$ cat src/motor_pwm_params.svh
// Purpose: Offsets, field positions, reset values and timing counts of the PWM time base.
// Assumes: Wishbone byte addressing, one 16-bit register per 32-bit word.
// Notes: Definitions only.
`ifndef MOTOR_PWM_PARAMS_SVH
`define MOTOR_PWM_PARAMS_SVH

`define OFS_TIME_BASE_CONTROL 8'h00
`define OFS_TIME_BASE_COUNT 8'h04
`define OFS_TIME_BASE_PERIOD 8'h08
`define OFS_EVENT_TRIGGER_COMPARE 8'h0C
`define OFS_PAIR_MODE_AND_PIN_ENABLE 8'h10
`define OFS_UPDATE_AND_TRIGGER_CONTROL 8'h14
`define OFS_MANUAL_OVERRIDE_CONTROL 8'h18
`define OFS_DUTY_BASE 8'h1C

`define RST_TIME_BASE_CONTROL 16'h0000
`define RST_TIME_BASE_PERIOD 16'h0000
`define RST_EVENT_TRIGGER_COMPARE 16'h0000
`define RST_UPDATE_AND_TRIGGER_CONTROL 16'h0000
`define RST_MANUAL_OVERRIDE_CONTROL 16'hFF00
`define RST_DUTY 16'h0000

`define MASK_TIME_BASE_CONTROL 16'hA0FF
`define MASK_TIME_BASE_PERIOD 16'h7FFF
`define MASK_PAIR_MODE_AND_PIN_ENABLE 16'h0FFF
`define MASK_UPDATE_AND_TRIGGER_CONTROL 16'h0F07

`define BIT_COUNT_ENABLE 15
`define BIT_HALT_IN_IDLE 13
`define POS_INTERRUPT_POSTSCALE 4
`define POS_INPUT_PRESCALE 2
`define POS_COUNT_MODE 0
`define BIT_COUNT_DIRECTION 15
`define BIT_TRIGGER_DIRECTION 15
`define POS_PAIR_INDEPENDENT_SELECT 8
`define POS_HIGH_PIN_ENABLE 4
`define POS_LOW_PIN_ENABLE 0
`define POS_TRIGGER_POSTSCALE 8
`define BIT_IMMEDIATE_DUTY_UPDATE 2
`define BIT_OVERRIDE_SYNC 1
`define BIT_BUFFER_TRANSFER_BLOCK 0
`define POS_OVERRIDE_ENABLE 8

`define CLKS_PER_INSTRUCTION 2
`define PRESCALE_LIMIT_1 6'h00
`define PRESCALE_LIMIT_4 6'h03
`define PRESCALE_LIMIT_16 6'h0F
`define PRESCALE_LIMIT_64 6'h3F

`endif

$ cat src/motor_pwm_pkg.sv
// Purpose: Types shared by the PWM time base and its users.
// Assumes: Four pin pairs at most.
// Notes: Offsets and counts live in motor_pwm_params.svh.
package motor_pwm_pkg;

	typedef enum logic [1:0] {
		MODE_FREE_RUN = 2'h0,
		MODE_SINGLE_EVENT = 2'h1,
		MODE_UP_DOWN = 2'h2,
		MODE_UP_DOWN_DOUBLE = 2'h3
	} count_mode_t;

	typedef struct packed {
		logic pins_to_pwm;
		logic high_active_high;
		logic low_active_high;
	} boot_config_word_t;

	typedef struct packed {
		logic [3:0] high;
		logic [3:0] low;
	} pin_pair_t;

endpackage : motor_pwm_pkg

$ cat src/motor_pwm_time_base.sv
// Purpose: Motor PWM time base, trigger, pin mode, enables, buffering and override.
// Assumes: clk_i runs at twice the instruction rate, so one clk_i is half a cycle.
// Notes: Wishbone classic slave, 32-bit data, 16-bit registers in the low bits.
//
// What this block does
// (RULE_01) Output edges placed at half-instruction-cycle resolution from a dedicated time base.
// (RULE_02) Each generator drives a high and low pin, complementary or independent.
// (RULE_03) Time base offers edge, center, center double-update and single event modes.
// (RULE_04) Counter register holds a readable and writable 15-bit count.
// (RULE_05) Counter register top bit reads direction, 1 counting down.
// (RULE_06) Period register holds 15 writable bits; top bit reads zero.
// (RULE_07) Special event trigger fires when count equals the compare value.
// (RULE_08) Trigger fires only when count direction matches the compare direction bit.
// (RULE_09) Special event trigger goes out to the converter to start conversions.
// (RULE_10) Four pair mode bits pick independent (1) or complementary (0) pairs.
// (RULE_11) Per-pin enables hand pins to the generator or release them to GPIO.
// (RULE_12) Pin enable reset values come from a nonvolatile configuration bit.
// (RULE_13) Three configuration bits set pin reset state and active polarity.
// (RULE_14) Buffer transfer block bit stops duty and period buffer copies.
// (RULE_15) A control bit makes duty writes immediate or wait for the boundary.
// (RULE_16) Manual override register lets software force each output pin.
// (RULE_17) Larger variant has four generators, smaller has three.
// (RULE_18) Time base counts only when enabled, and halts in idle if asked.
// (RULE_19) Mode field: 00 free, 01 single, 10 up/down, 11 double update.
// (RULE_20) Prescaler 1,4,16,64; postscalers 1:1 to 1:16 for both events.
// (RULE_21) Override sync bit makes overrides immediate or wait for the boundary.
//
// The Wishbone register port and the register addresses were chosen for this implementation.
`timescale 1ns/100ps
`include "motor_pwm_params.svh"

module motor_pwm_time_base #(
	parameter int NUM_GEN = 4
) (
	// Clock and reset.
	input wire logic clk_i,
	input wire logic rst_i,
	// Wishbone slave.
	input wire logic cyc_i,
	input wire logic stb_i,
	input wire logic we_i,
	input wire logic [7:0] adr_i,
	input wire logic [3:0] sel_i,
	input wire logic [31:0] dat_i,
	output logic [31:0] dat_o,
	output logic ack_o,
	// System state and configuration.
	input wire logic idle_i,
	input wire motor_pwm_pkg::boot_config_word_t boot_config_word_i,
	// Pins and events.
	output motor_pwm_pkg::pin_pair_t pin_level_o,
	output motor_pwm_pkg::pin_pair_t pin_own_o,
	output logic adc_trigger_o,
	output logic period_event_o
);

	logic [15:0] ctrl_q;
	logic [14:0] count_q;
	logic dir_q;
	logic [15:0] period_buf_q;
	logic [14:0] period_act_q;
	logic [15:0] cmp_q;
	logic [15:0] pincfg_q;
	logic [15:0] upd_q;
	logic [15:0] ovr_q;
	logic [15:0] ovr_act_q;
	logic [15:0] duty_buf_q [4];
	logic [15:0] duty_act_q [4];
	logic phase_q;
	logic [5:0] pre_q;
	logic [3:0] tb_post_q;
	logic [3:0] sev_post_q;
	logic ack_q;
	logic [31:0] dat_q;
	motor_pwm_pkg::pin_pair_t level_q;
	motor_pwm_pkg::pin_pair_t own_q;
	logic adc_q;
	logic per_evt_q;

	logic req;
	logic wr;
	logic wr_ctrl;
	logic wr_count;
	logic wr_period;
	logic wr_cmp;
	logic wr_pincfg;
	logic wr_upd;
	logic wr_ovr;
	logic [3:0] wr_duty;
	logic run;
	logic [5:0] pre_limit;
	logic tb_tick;
	logic at_top;
	logic at_bot;
	logic boundary;
	logic sev_match;
	motor_pwm_pkg::count_mode_t mode;
	logic [15:0] rd_word;

	function automatic logic [15:0] merge(input logic [15:0] old, input logic [31:0] nw,
		input logic [3:0] sel);
		merge = {sel[1] ? nw[15:8] : old[15:8], sel[0] ? nw[7:0] : old[7:0]};
	endfunction : merge

	assign req = cyc_i && stb_i && !ack_q;
	assign wr = req && we_i;
	assign wr_ctrl = wr && adr_i == `OFS_TIME_BASE_CONTROL;
	assign wr_count = wr && adr_i == `OFS_TIME_BASE_COUNT;
	assign wr_period = wr && adr_i == `OFS_TIME_BASE_PERIOD;
	assign wr_cmp = wr && adr_i == `OFS_EVENT_TRIGGER_COMPARE;
	assign wr_pincfg = wr && adr_i == `OFS_PAIR_MODE_AND_PIN_ENABLE;
	assign wr_upd = wr && adr_i == `OFS_UPDATE_AND_TRIGGER_CONTROL;
	assign wr_ovr = wr && adr_i == `OFS_MANUAL_OVERRIDE_CONTROL;
	assign mode = motor_pwm_pkg::count_mode_t'(ctrl_q[`POS_COUNT_MODE +: 2]);

	// (RULE_18) Enable and idle halt.
	assign run = ctrl_q[`BIT_COUNT_ENABLE] && !(ctrl_q[`BIT_HALT_IN_IDLE] && idle_i);

	// (RULE_20) Input prescale select.
	always_comb begin
		case (ctrl_q[`POS_INPUT_PRESCALE +: 2])
			2'h0: pre_limit = `PRESCALE_LIMIT_1;
			2'h1: pre_limit = `PRESCALE_LIMIT_4;
			2'h2: pre_limit = `PRESCALE_LIMIT_16;
			default: pre_limit = `PRESCALE_LIMIT_64;
		endcase
	end

	assign tb_tick = run && phase_q && pre_q == pre_limit;
	assign at_top = tb_tick && !dir_q && count_q >= period_act_q;
	assign at_bot = tb_tick && dir_q && count_q == 15'h0000;

	// (RULE_03) Update boundary per mode.
	always_comb begin
		case (mode)
			motor_pwm_pkg::MODE_UP_DOWN: boundary = at_bot;
			motor_pwm_pkg::MODE_UP_DOWN_DOUBLE: boundary = at_top || at_bot;
			default: boundary = at_top;
		endcase
	end

	// (RULE_07) Compare match (RULE_08) with direction.
	assign sev_match = tb_tick && count_q == cmp_q[14:0] && dir_q == cmp_q[`BIT_TRIGGER_DIRECTION];

	// (RULE_01) Half-cycle phase and prescaler.
	always_ff @(posedge clk_i) begin
		if (rst_i) begin
			phase_q <= 1'b0;
			pre_q <= 6'h00;
		end else begin
			phase_q <= !phase_q;
			if (!run) begin
				pre_q <= 6'h00;
			end else if (phase_q) begin
				pre_q <= (pre_q == pre_limit) ? 6'h00 : 6'(pre_q + 6'h01);
			end
		end
	end

	// (RULE_18) Control register; single event clears enable, a write wins.
	always_ff @(posedge clk_i) begin
		if (rst_i) begin
			ctrl_q <= `RST_TIME_BASE_CONTROL;
		end else if (wr_ctrl) begin
			ctrl_q <= merge(ctrl_q, dat_i, sel_i) & `MASK_TIME_BASE_CONTROL;
		end else if (mode == motor_pwm_pkg::MODE_SINGLE_EVENT && at_top) begin
			ctrl_q[`BIT_COUNT_ENABLE] <= 1'b0;
		end
	end

	// (RULE_04) Count value (RULE_19) stepped per mode.
	always_ff @(posedge clk_i) begin
		if (rst_i) begin
			count_q <= 15'h0000;
			dir_q <= 1'b0;
		end else if (wr_count) begin
			count_q <= 15'(merge({1'b0, count_q}, dat_i, sel_i) & `MASK_TIME_BASE_PERIOD);
		end else if (tb_tick) begin
			if (mode == motor_pwm_pkg::MODE_FREE_RUN || mode == motor_pwm_pkg::MODE_SINGLE_EVENT) begin
				dir_q <= 1'b0;
				count_q <= at_top ? 15'h0000 : 15'(count_q + 15'h0001);
			end else if (!dir_q) begin
				if (at_top) begin
					dir_q <= 1'b1;
					count_q <= (count_q == 15'h0000) ? 15'h0000 : 15'(count_q - 15'h0001);
				end else begin
					count_q <= 15'(count_q + 15'h0001);
				end
			end else if (at_bot) begin
				dir_q <= 1'b0;
				count_q <= 15'h0001;
			end else begin
				count_q <= 15'(count_q - 15'h0001);
			end
		end
	end

	// (RULE_06) Period buffer (RULE_14) copied unless blocked.
	always_ff @(posedge clk_i) begin
		if (rst_i) begin
			period_buf_q <= `RST_TIME_BASE_PERIOD;
			period_act_q <= 15'h0000;
		end else begin
			if (wr_period) begin
				period_buf_q <= merge(period_buf_q, dat_i, sel_i) & `MASK_TIME_BASE_PERIOD;
			end
			if (!upd_q[`BIT_BUFFER_TRANSFER_BLOCK] && (boundary || !run)) begin
				period_act_q <= period_buf_q[14:0];
			end
		end
	end

	// (RULE_10) Compare, pair mode (RULE_12) pin enables from configuration.
	always_ff @(posedge clk_i) begin
		if (rst_i) begin
			cmp_q <= `RST_EVENT_TRIGGER_COMPARE;
			pincfg_q <= {8'h00, {8{boot_config_word_i.pins_to_pwm}}};
			upd_q <= `RST_UPDATE_AND_TRIGGER_CONTROL;
		end else begin
			if (wr_cmp) begin
				cmp_q <= merge(cmp_q, dat_i, sel_i);
			end
			if (wr_pincfg) begin
				pincfg_q <= merge(pincfg_q, dat_i, sel_i) & `MASK_PAIR_MODE_AND_PIN_ENABLE;
			end
			if (wr_upd) begin
				upd_q <= merge(upd_q, dat_i, sel_i) & `MASK_UPDATE_AND_TRIGGER_CONTROL;
			end
		end
	end

	// (RULE_16) Override register (RULE_21) applied now or at the boundary.
	always_ff @(posedge clk_i) begin
		if (rst_i) begin
			ovr_q <= `RST_MANUAL_OVERRIDE_CONTROL;
			ovr_act_q <= `RST_MANUAL_OVERRIDE_CONTROL;
		end else begin
			if (wr_ovr) begin
				ovr_q <= merge(ovr_q, dat_i, sel_i);
			end
			if (!upd_q[`BIT_OVERRIDE_SYNC] || boundary) begin
				ovr_act_q <= ovr_q;
			end
		end
	end

	// (RULE_20) Postscalers for the boundary event (RULE_09) and converter trigger.
	always_ff @(posedge clk_i) begin
		if (rst_i) begin
			tb_post_q <= 4'h0;
			sev_post_q <= 4'h0;
			adc_q <= 1'b0;
			per_evt_q <= 1'b0;
		end else begin
			adc_q <= 1'b0;
			per_evt_q <= 1'b0;
			if (boundary) begin
				if (tb_post_q >= ctrl_q[`POS_INTERRUPT_POSTSCALE +: 4]) begin
					tb_post_q <= 4'h0;
					per_evt_q <= 1'b1;
				end else begin
					tb_post_q <= 4'(tb_post_q + 4'h1);
				end
			end
			if (sev_match) begin
				if (sev_post_q >= upd_q[`POS_TRIGGER_POSTSCALE +: 4]) begin
					sev_post_q <= 4'h0;
					adc_q <= 1'b1;
				end else begin
					sev_post_q <= 4'(sev_post_q + 4'h1);
				end
			end
		end
	end

	// (RULE_17) One generator per pair, three or four.
	genvar g;
	generate
		for (g = 0; g < 4; g++) begin : gen_pair
			logic gen_h;
			logic gen_l;
			logic act_h;
			logic act_l;
			assign wr_duty[g] = wr && adr_i == 8'(`OFS_DUTY_BASE + 4 * g);

			// (RULE_01) Half-cycle duty compare.
			assign gen_h = (g < NUM_GEN) && ({count_q, phase_q} < duty_act_q[g]);
			// (RULE_02) Complementary or (RULE_10) independent low pin.
			assign gen_l = pincfg_q[`POS_PAIR_INDEPENDENT_SELECT + g] ? gen_h : !gen_h;
			// (RULE_16) Override replaces generator output.
			assign act_h = ovr_act_q[`POS_OVERRIDE_ENABLE + 2 * g + 1] ? gen_h : ovr_act_q[2 * g + 1];
			assign act_l = ovr_act_q[`POS_OVERRIDE_ENABLE + 2 * g] ? gen_l : ovr_act_q[2 * g];

			// (RULE_15) Immediate or (RULE_14) blockable buffered duty update.
			always_ff @(posedge clk_i) begin
				if (rst_i) begin
					duty_buf_q[g] <= `RST_DUTY;
					duty_act_q[g] <= `RST_DUTY;
				end else begin
					if (wr_duty[g]) begin
						duty_buf_q[g] <= merge(duty_buf_q[g], dat_i, sel_i);
					end
					if (wr_duty[g] && upd_q[`BIT_IMMEDIATE_DUTY_UPDATE]) begin
						duty_act_q[g] <= merge(duty_buf_q[g], dat_i, sel_i);
					end else if (!upd_q[`BIT_BUFFER_TRANSFER_BLOCK] && (boundary || !run)) begin
						duty_act_q[g] <= duty_buf_q[g];
					end
				end
			end

			// (RULE_13) Polarity and reset state (RULE_11) with pin ownership.
			always_ff @(posedge clk_i) begin
				if (rst_i) begin
					level_q.high[g] <= !boot_config_word_i.high_active_high;
					level_q.low[g] <= !boot_config_word_i.low_active_high;
					own_q.high[g] <= boot_config_word_i.pins_to_pwm && (g < NUM_GEN);
					own_q.low[g] <= boot_config_word_i.pins_to_pwm && (g < NUM_GEN);
				end else begin
					level_q.high[g] <= (act_h && own_q.high[g]) ~^ boot_config_word_i.high_active_high;
					level_q.low[g] <= (act_l && own_q.low[g]) ~^ boot_config_word_i.low_active_high;
					own_q.high[g] <= pincfg_q[`POS_HIGH_PIN_ENABLE + g] && (g < NUM_GEN);
					own_q.low[g] <= pincfg_q[`POS_LOW_PIN_ENABLE + g] && (g < NUM_GEN);
				end
			end
		end
	endgenerate

	// (RULE_05) Direction in count top bit (RULE_06) period top bit zero.
	always_comb begin
		rd_word = 16'h0000;
		case (adr_i)
			`OFS_TIME_BASE_CONTROL: rd_word = ctrl_q;
			`OFS_TIME_BASE_COUNT: rd_word = {dir_q, count_q};
			`OFS_TIME_BASE_PERIOD: rd_word = {1'b0, period_buf_q[14:0]};
			`OFS_EVENT_TRIGGER_COMPARE: rd_word = cmp_q;
			`OFS_PAIR_MODE_AND_PIN_ENABLE: rd_word = pincfg_q;
			`OFS_UPDATE_AND_TRIGGER_CONTROL: rd_word = upd_q;
			`OFS_MANUAL_OVERRIDE_CONTROL: rd_word = ovr_q;
			default: begin
				for (int i = 0; i < 4; i++) begin
					if (adr_i == 8'(`OFS_DUTY_BASE + 4 * i)) begin
						rd_word = duty_buf_q[i];
					end
				end
			end
		endcase
	end

	// Bus answer, one cycle after the request.
	always_ff @(posedge clk_i) begin
		if (rst_i) begin
			ack_q <= 1'b0;
			dat_q <= 32'h00000000;
		end else begin
			ack_q <= req;
			if (req && !we_i) begin
				dat_q <= {16'h0000, rd_word};
			end
		end
	end

	assign ack_o = ack_q;
	assign dat_o = dat_q;
	assign pin_level_o = level_q;
	assign pin_own_o = own_q;
	assign adc_trigger_o = adc_q;
	assign period_event_o = per_evt_q;

	property p_trig_fire;
		@(posedge clk_i) disable iff (rst_i)
		(sev_match && upd_q[11:8] == 4'h0) |=> adc_trigger_o;
	endproperty
	a_trig_fire: assert property (p_trig_fire) else $error("trigger missed"); // RULE_07

	property p_trig_dir;
		@(posedge clk_i) disable iff (rst_i)
		adc_trigger_o |-> $past(dir_q) == $past(cmp_q[15]);
	endproperty
	a_trig_dir: assert property (p_trig_dir) else $error("trigger wrong direction"); // RULE_08

	property p_dir_read;
		@(posedge clk_i) disable iff (rst_i)
		(req && !we_i && adr_i == 8'h04) |=> ack_o && dat_o[15] == $past(dir_q);
	endproperty
	a_dir_read: assert property (p_dir_read) else $error("direction not read back"); // RULE_05

	property p_period_top;
		@(posedge clk_i) disable iff (rst_i)
		(req && !we_i && adr_i == 8'h08) |=> dat_o[15] == 1'b0;
	endproperty
	a_period_top: assert property (p_period_top) else $error("period top bit set"); // RULE_06

	property p_free_wrap;
		@(posedge clk_i) disable iff (rst_i)
		(ctrl_q[1:0] == 2'h0 && at_top && !wr_count) |=> count_q == 15'h0000;
	endproperty
	a_free_wrap: assert property (p_free_wrap) else $error("free run did not wrap"); // RULE_19

	property p_stopped;
		@(posedge clk_i) disable iff (rst_i)
		(!run && !wr_count) |=> $stable(count_q);
	endproperty
	a_stopped: assert property (p_stopped) else $error("counted while stopped"); // RULE_18

	property p_block;
		@(posedge clk_i) disable iff (rst_i)
		upd_q[0] |=> $stable(period_act_q);
	endproperty
	a_block: assert property (p_block) else $error("period moved while blocked"); // RULE_14

	property p_immediate;
		@(posedge clk_i) disable iff (rst_i)
		(wr_duty[0] && upd_q[2]) |=> duty_act_q[0] == duty_buf_q[0];
	endproperty
	a_immediate: assert property (p_immediate) else $error("duty not immediate"); // RULE_15

	property p_release;
		@(posedge clk_i) disable iff (rst_i)
		(!pincfg_q[4] && !wr_pincfg) |=> ##1 !pin_own_o.high[0];
	endproperty
	a_release: assert property (p_release) else $error("pin not released"); // RULE_11

	c_trigger: cover property (@(posedge clk_i) disable iff (rst_i) adc_trigger_o);
	c_single_end: cover property (@(posedge clk_i) disable iff (rst_i)
		ctrl_q[1:0] == 2'h1 && at_top);
	c_double_bot: cover property (@(posedge clk_i) disable iff (rst_i)
		ctrl_q[1:0] == 2'h3 && at_bot);

endmodule : motor_pwm_time_base

$ cat config.mk
export PLATFORM = sky130hd
export DESIGN_NAME = motor_pwm_time_base
export DESIGN_NICKNAME = d
export VERILOG_FILES = /design/src/motor_pwm_pkg.sv /design/src/motor_pwm_time_base.sv
export VERILOG_INCLUDE_DIRS = /design/src
export SDC_FILE = /design/constraint.sdc
export NUM_CORES = 1
export LEC_CHECK = 0
export ABC_AREA = 1
export BUFFER_PORTS_ARGS = -buffer_cell sky130_fd_sc_hd__buf_2
export CAP_MARGIN = 10
export CORE_UTILIZATION = 48
export CTS_BUF_LIST = sky130_fd_sc_hd__clkbuf_8 sky130_fd_sc_hd__clkbuf_16
export CTS_CLUSTER_SIZE = 24
export DETAILED_ROUTE_END_ITERATION = 10
export PLACE_DENSITY = 0.7
export SLEW_MARGIN = 25
export SYNTH_ARGS = -nofsm -noshare
export SYNTH_HDL_FRONTEND = slang
export SYNTH_SLANG_ARGS = --single-unit
$ cat constraint.sdc
create_clock -name clk_i -period 6.45 [get_ports clk_i]
set_input_delay 0.3225 -clock clk_i [delete_from_list [all_inputs] [get_ports clk_i]]
set_output_delay 0.3225 -clock clk_i [all_outputs]
set_load 0.02 [all_outputs]
==> metrics.csv <==
metric;value;unit
avgRoutedWirePerCell;19.6;µm
grtUsageTotal;0.293;
postSynthAreaPerCell;7.74;µm²
placedCellCount;2621;
cts_sinks;301;
cts_tree;built;
synthCells;2163;
synth_compound_area_frac;0.140;
required;6.65;ns
r2r-start;count_q[0]$_SDFFE_PP0P_;
clk_pin_slew;0.06;ns
synth_top_family_by_area;simple AND/OR/NAND/NOR gates;
die_w;189;µm
reg2reg_setup_slack;2.34;ns
synth_top_area_share;0.244;
reg2reg_depth;13;
hold_viol_final;0;
ys_seq_elements;301;
fmax;243;MHz
grt_pass1_wl;80200;µm
finalSetupViolations;0;
dieArea;0.0356;mm²
post_synth_num_cell_types;57;
p_leak;8.38;nW
min_from;boot_config_word_i[0];
ys_warn_count;0;
r2r_end;duty_act_q[0][2]$_DFFE_PP_;
post-synth-top-count-cell;nand2_1;
drt_pass1_iterations;6;
synth_area_leaders;edfxtp_1 24%, dfxtp_1 20%, nand2_1 11%, ha_1 6.6%, inv_1 6.4%;
grt_max_degree;80;
p_per_area;223;mW/mm²
io_buffer_count;69;
clock_latency;0.57;ns
fill_cells;3299;
num_vias;15097;
ys_top_cells_by_count;506 x nand2_1, 284 x inv_1, 183 x nor2_1;
fin_crit_sh;0.637;
synth_fa_ha_area_frac;0.0658;
whs;0.0705;ns
boundaryPins;104;
final.min_clock_period;4.11;ns
vias_per_cell;5.64;
ir_worst_vdd;0.211;mV
wl;52400;µm
hold_depth;4;
place_area;0.0173;mm²
final_area;0.0184;mm²
ant_nets;0;
coreArea;0.0345;mm²
first_iter_violations;1697;
critPathKind;register to register;
cts_made_buffers;31;
end_kind;register;
async_reset_ff_frac;0;
die_y;189;µm
synth_area;0.0167;mm²
clockBufferDepth;3;
synth-simple-area-share;0.236;
hold_path.class;input port to register;
hold_end;pin_level_o[1]$_DFF_P_;
cp_max_fo;24;
status;completed;
antenna_found_initial;1;
slew_headroom;0.337;
dpl.hpwl;38200;µm
place.gp.congestion;0.961;
cts-root-buf;clkbuf_16;
antenna_cells;0;
fin_setup_tns;0;ns
maxCapViolCount;0;
slew_viol_final;0;
drive_gt1_frac;0.0908;
start_util;0.486;
grt_pass1_vias;13783;
rsz0062_at_grt;false;
synthMuxAreaShare;0;
post-cts-setup-buffers;0;
grt_overflow_total;0;
drc_errors;0;
clock-skew-final;0.0119;ns
nets;2341;
std_cell_rows;68;
ctsHtreeMaxLevel;1;
synth_xor_area_frac;0.0199;
syn_to_final_growth;9.67;%
seq_area_frac_synth;0.441;
worstPathArrival;4.31;ns
stdcell_count;2679;
synth_flop_cell;dfxtp_1;
synth_edf_count;136;
yosys.area.top_type;edfxtp_1;
worstMarginPinSlew;0.991;ns
critical_path.startpoint_type;register;
flip-flops by register name, indices dropped and copies added, names as in the netlist, 12 cells and up:
name	flops
cmp_q	16
period_buf_q	15
period_act_q	15
duty_buf_q	64
pincfg_q	12
count_q	15
ovr_q	16
ovr_act_q	16
duty_act_q	64
dat_o	16
critical path, cell delays in order, from the launching register on:
cell,delay (ns)
dfxtp_1,0.61
clkinv_1,0.42
ha_1,0.41
nand4_1,0.09
nor2_1,0.26
nand3_1,0.11
nand3_1,0.16
nand2_2,0.21
inv_2,0.12
nand2_2,0.09
nand3b_4,0.35
nand2_8,0.17
inv_4,0.25
or2_2,0.48
power by group:
group          leakage (nW)  internal [mW]  switching [mW]
combinational          5.05         0.0685           0.189
sequential             2.83           2.04          0.0285
clock                 0.501          0.999           0.772
worst max-delay path by stage:
| stage | start | cells past startpoint | to | slack (ns) |
|---|---|---|---|---|
| floorplan | count_q[0]$_SDFFE_PP0P_ | 13 | duty_act_q[0][0]$_DFFE_PP_ | 3.92 |
| global placement | count_q[0]$_SDFFE_PP0P_ | 13 | duty_act_q[0][11]$_DFFE_PP_ | 2.43 |
| detailed placement | count_q[0]$_SDFFE_PP0P_ | 13 | duty_act_q[0][10]$_DFFE_PP_ | 2.41 |
| CTS | count_q[0]$_SDFFE_PP0P_ | 13 | duty_act_q[0][1]$_DFFE_PP_ | 2.40 |
| global route | count_q[0]$_SDFFE_PP0P_ | 13 | duty_act_q[0][1]$_DFFE_PP_ | 2.02 |
| finish | count_q[0]$_SDFFE_PP0P_ | 13 | duty_act_q[0][2]$_DFFE_PP_ | 2.34 |
metal layers:
metal,vias to the layer above,track usage,routed length (µm)
li1,7218,-,-
met1,6987,0.418,22500
met2,764,0.451,22900
met3,128,0.0320,4680
met4,0,0.127,2310
met5,-,0,0
area by class of cell:
| cell class | instances | area, µm² | share of cell area |
|---|---|---|---|
| multi-input combinational | 1479 | 7790 | 0.425 |
| tap | 455 | 569 | 0.0310 |
| clock inverter | 22 | 168 | 0.00913 |
| inverter | 303 | 1140 | 0.0622 |
| sequential | 301 | 7390 | 0.403 |
| clock buffer | 35 | 831 | 0.0453 |
| timing repair buffer | 84 | 460 | 0.0251 |
what timing repair did:
item,in CTS,in global routing
hold endpoints to repair,1,0
hold buffers,1,0
resized for setup,0,0
cells in the final DEF, fill, tap and decap left out, types with 14 or more instances in the layout:
| master | Yosys | routed |
|---|---|---|
| nand2_1 | 506 | 506 |
| inv_1 | 284 | 287 |
| nor2_1 | 183 | 182 |
| a21oi_1 | 182 | 182 |
| dfxtp_1 | 165 | 164 |
| edfxtp_1 | 136 | 136 |
| o21ai_0 | 133 | 133 |
| nand3_1 | 109 | 109 |
| ha_1 | 88 | 88 |
| buf_2 | 17 | 69 |
| xor2_1 | 38 | 38 |
| nand4_1 | 32 | 32 |
| clkbuf_16 | 0 | 31 |
| nor3_1 | 29 | 29 |
| o22ai_1 | 26 | 26 |
| o211ai_1 | 21 | 21 |
| nand2_2 | 18 | 18 |
| conb_1 | 1 | 16 |
| inv_2 | 14 | 15 |
| buf_4 | 17 | 14 |
through the flow:
| step | utilization | power (mW) | worst slack [ns] |
|---|---|---|---|
| after floorplan | - | 2.27 | 3.92 |
| after detailed placement | 0.503 | 2.36 | 2.41 |
| after global placement | 0.503 | 2.35 | 2.43 |
| after CTS | 0.533 | 4.10 | 2.40 |
| after global routing | 0.533 | 4.21 | 2.02 |
| final | 0.533 | 4.10 | 2.34 |
cells by family after synthesis:
kind of cell    count (synthesis)
compound gates                421
xor+xnor                       38
fa+ha+maj                      88
buf+inv                       398
flops                         301
other cells                     1
simple gates                  916
(Power assumes the default switching activity.)
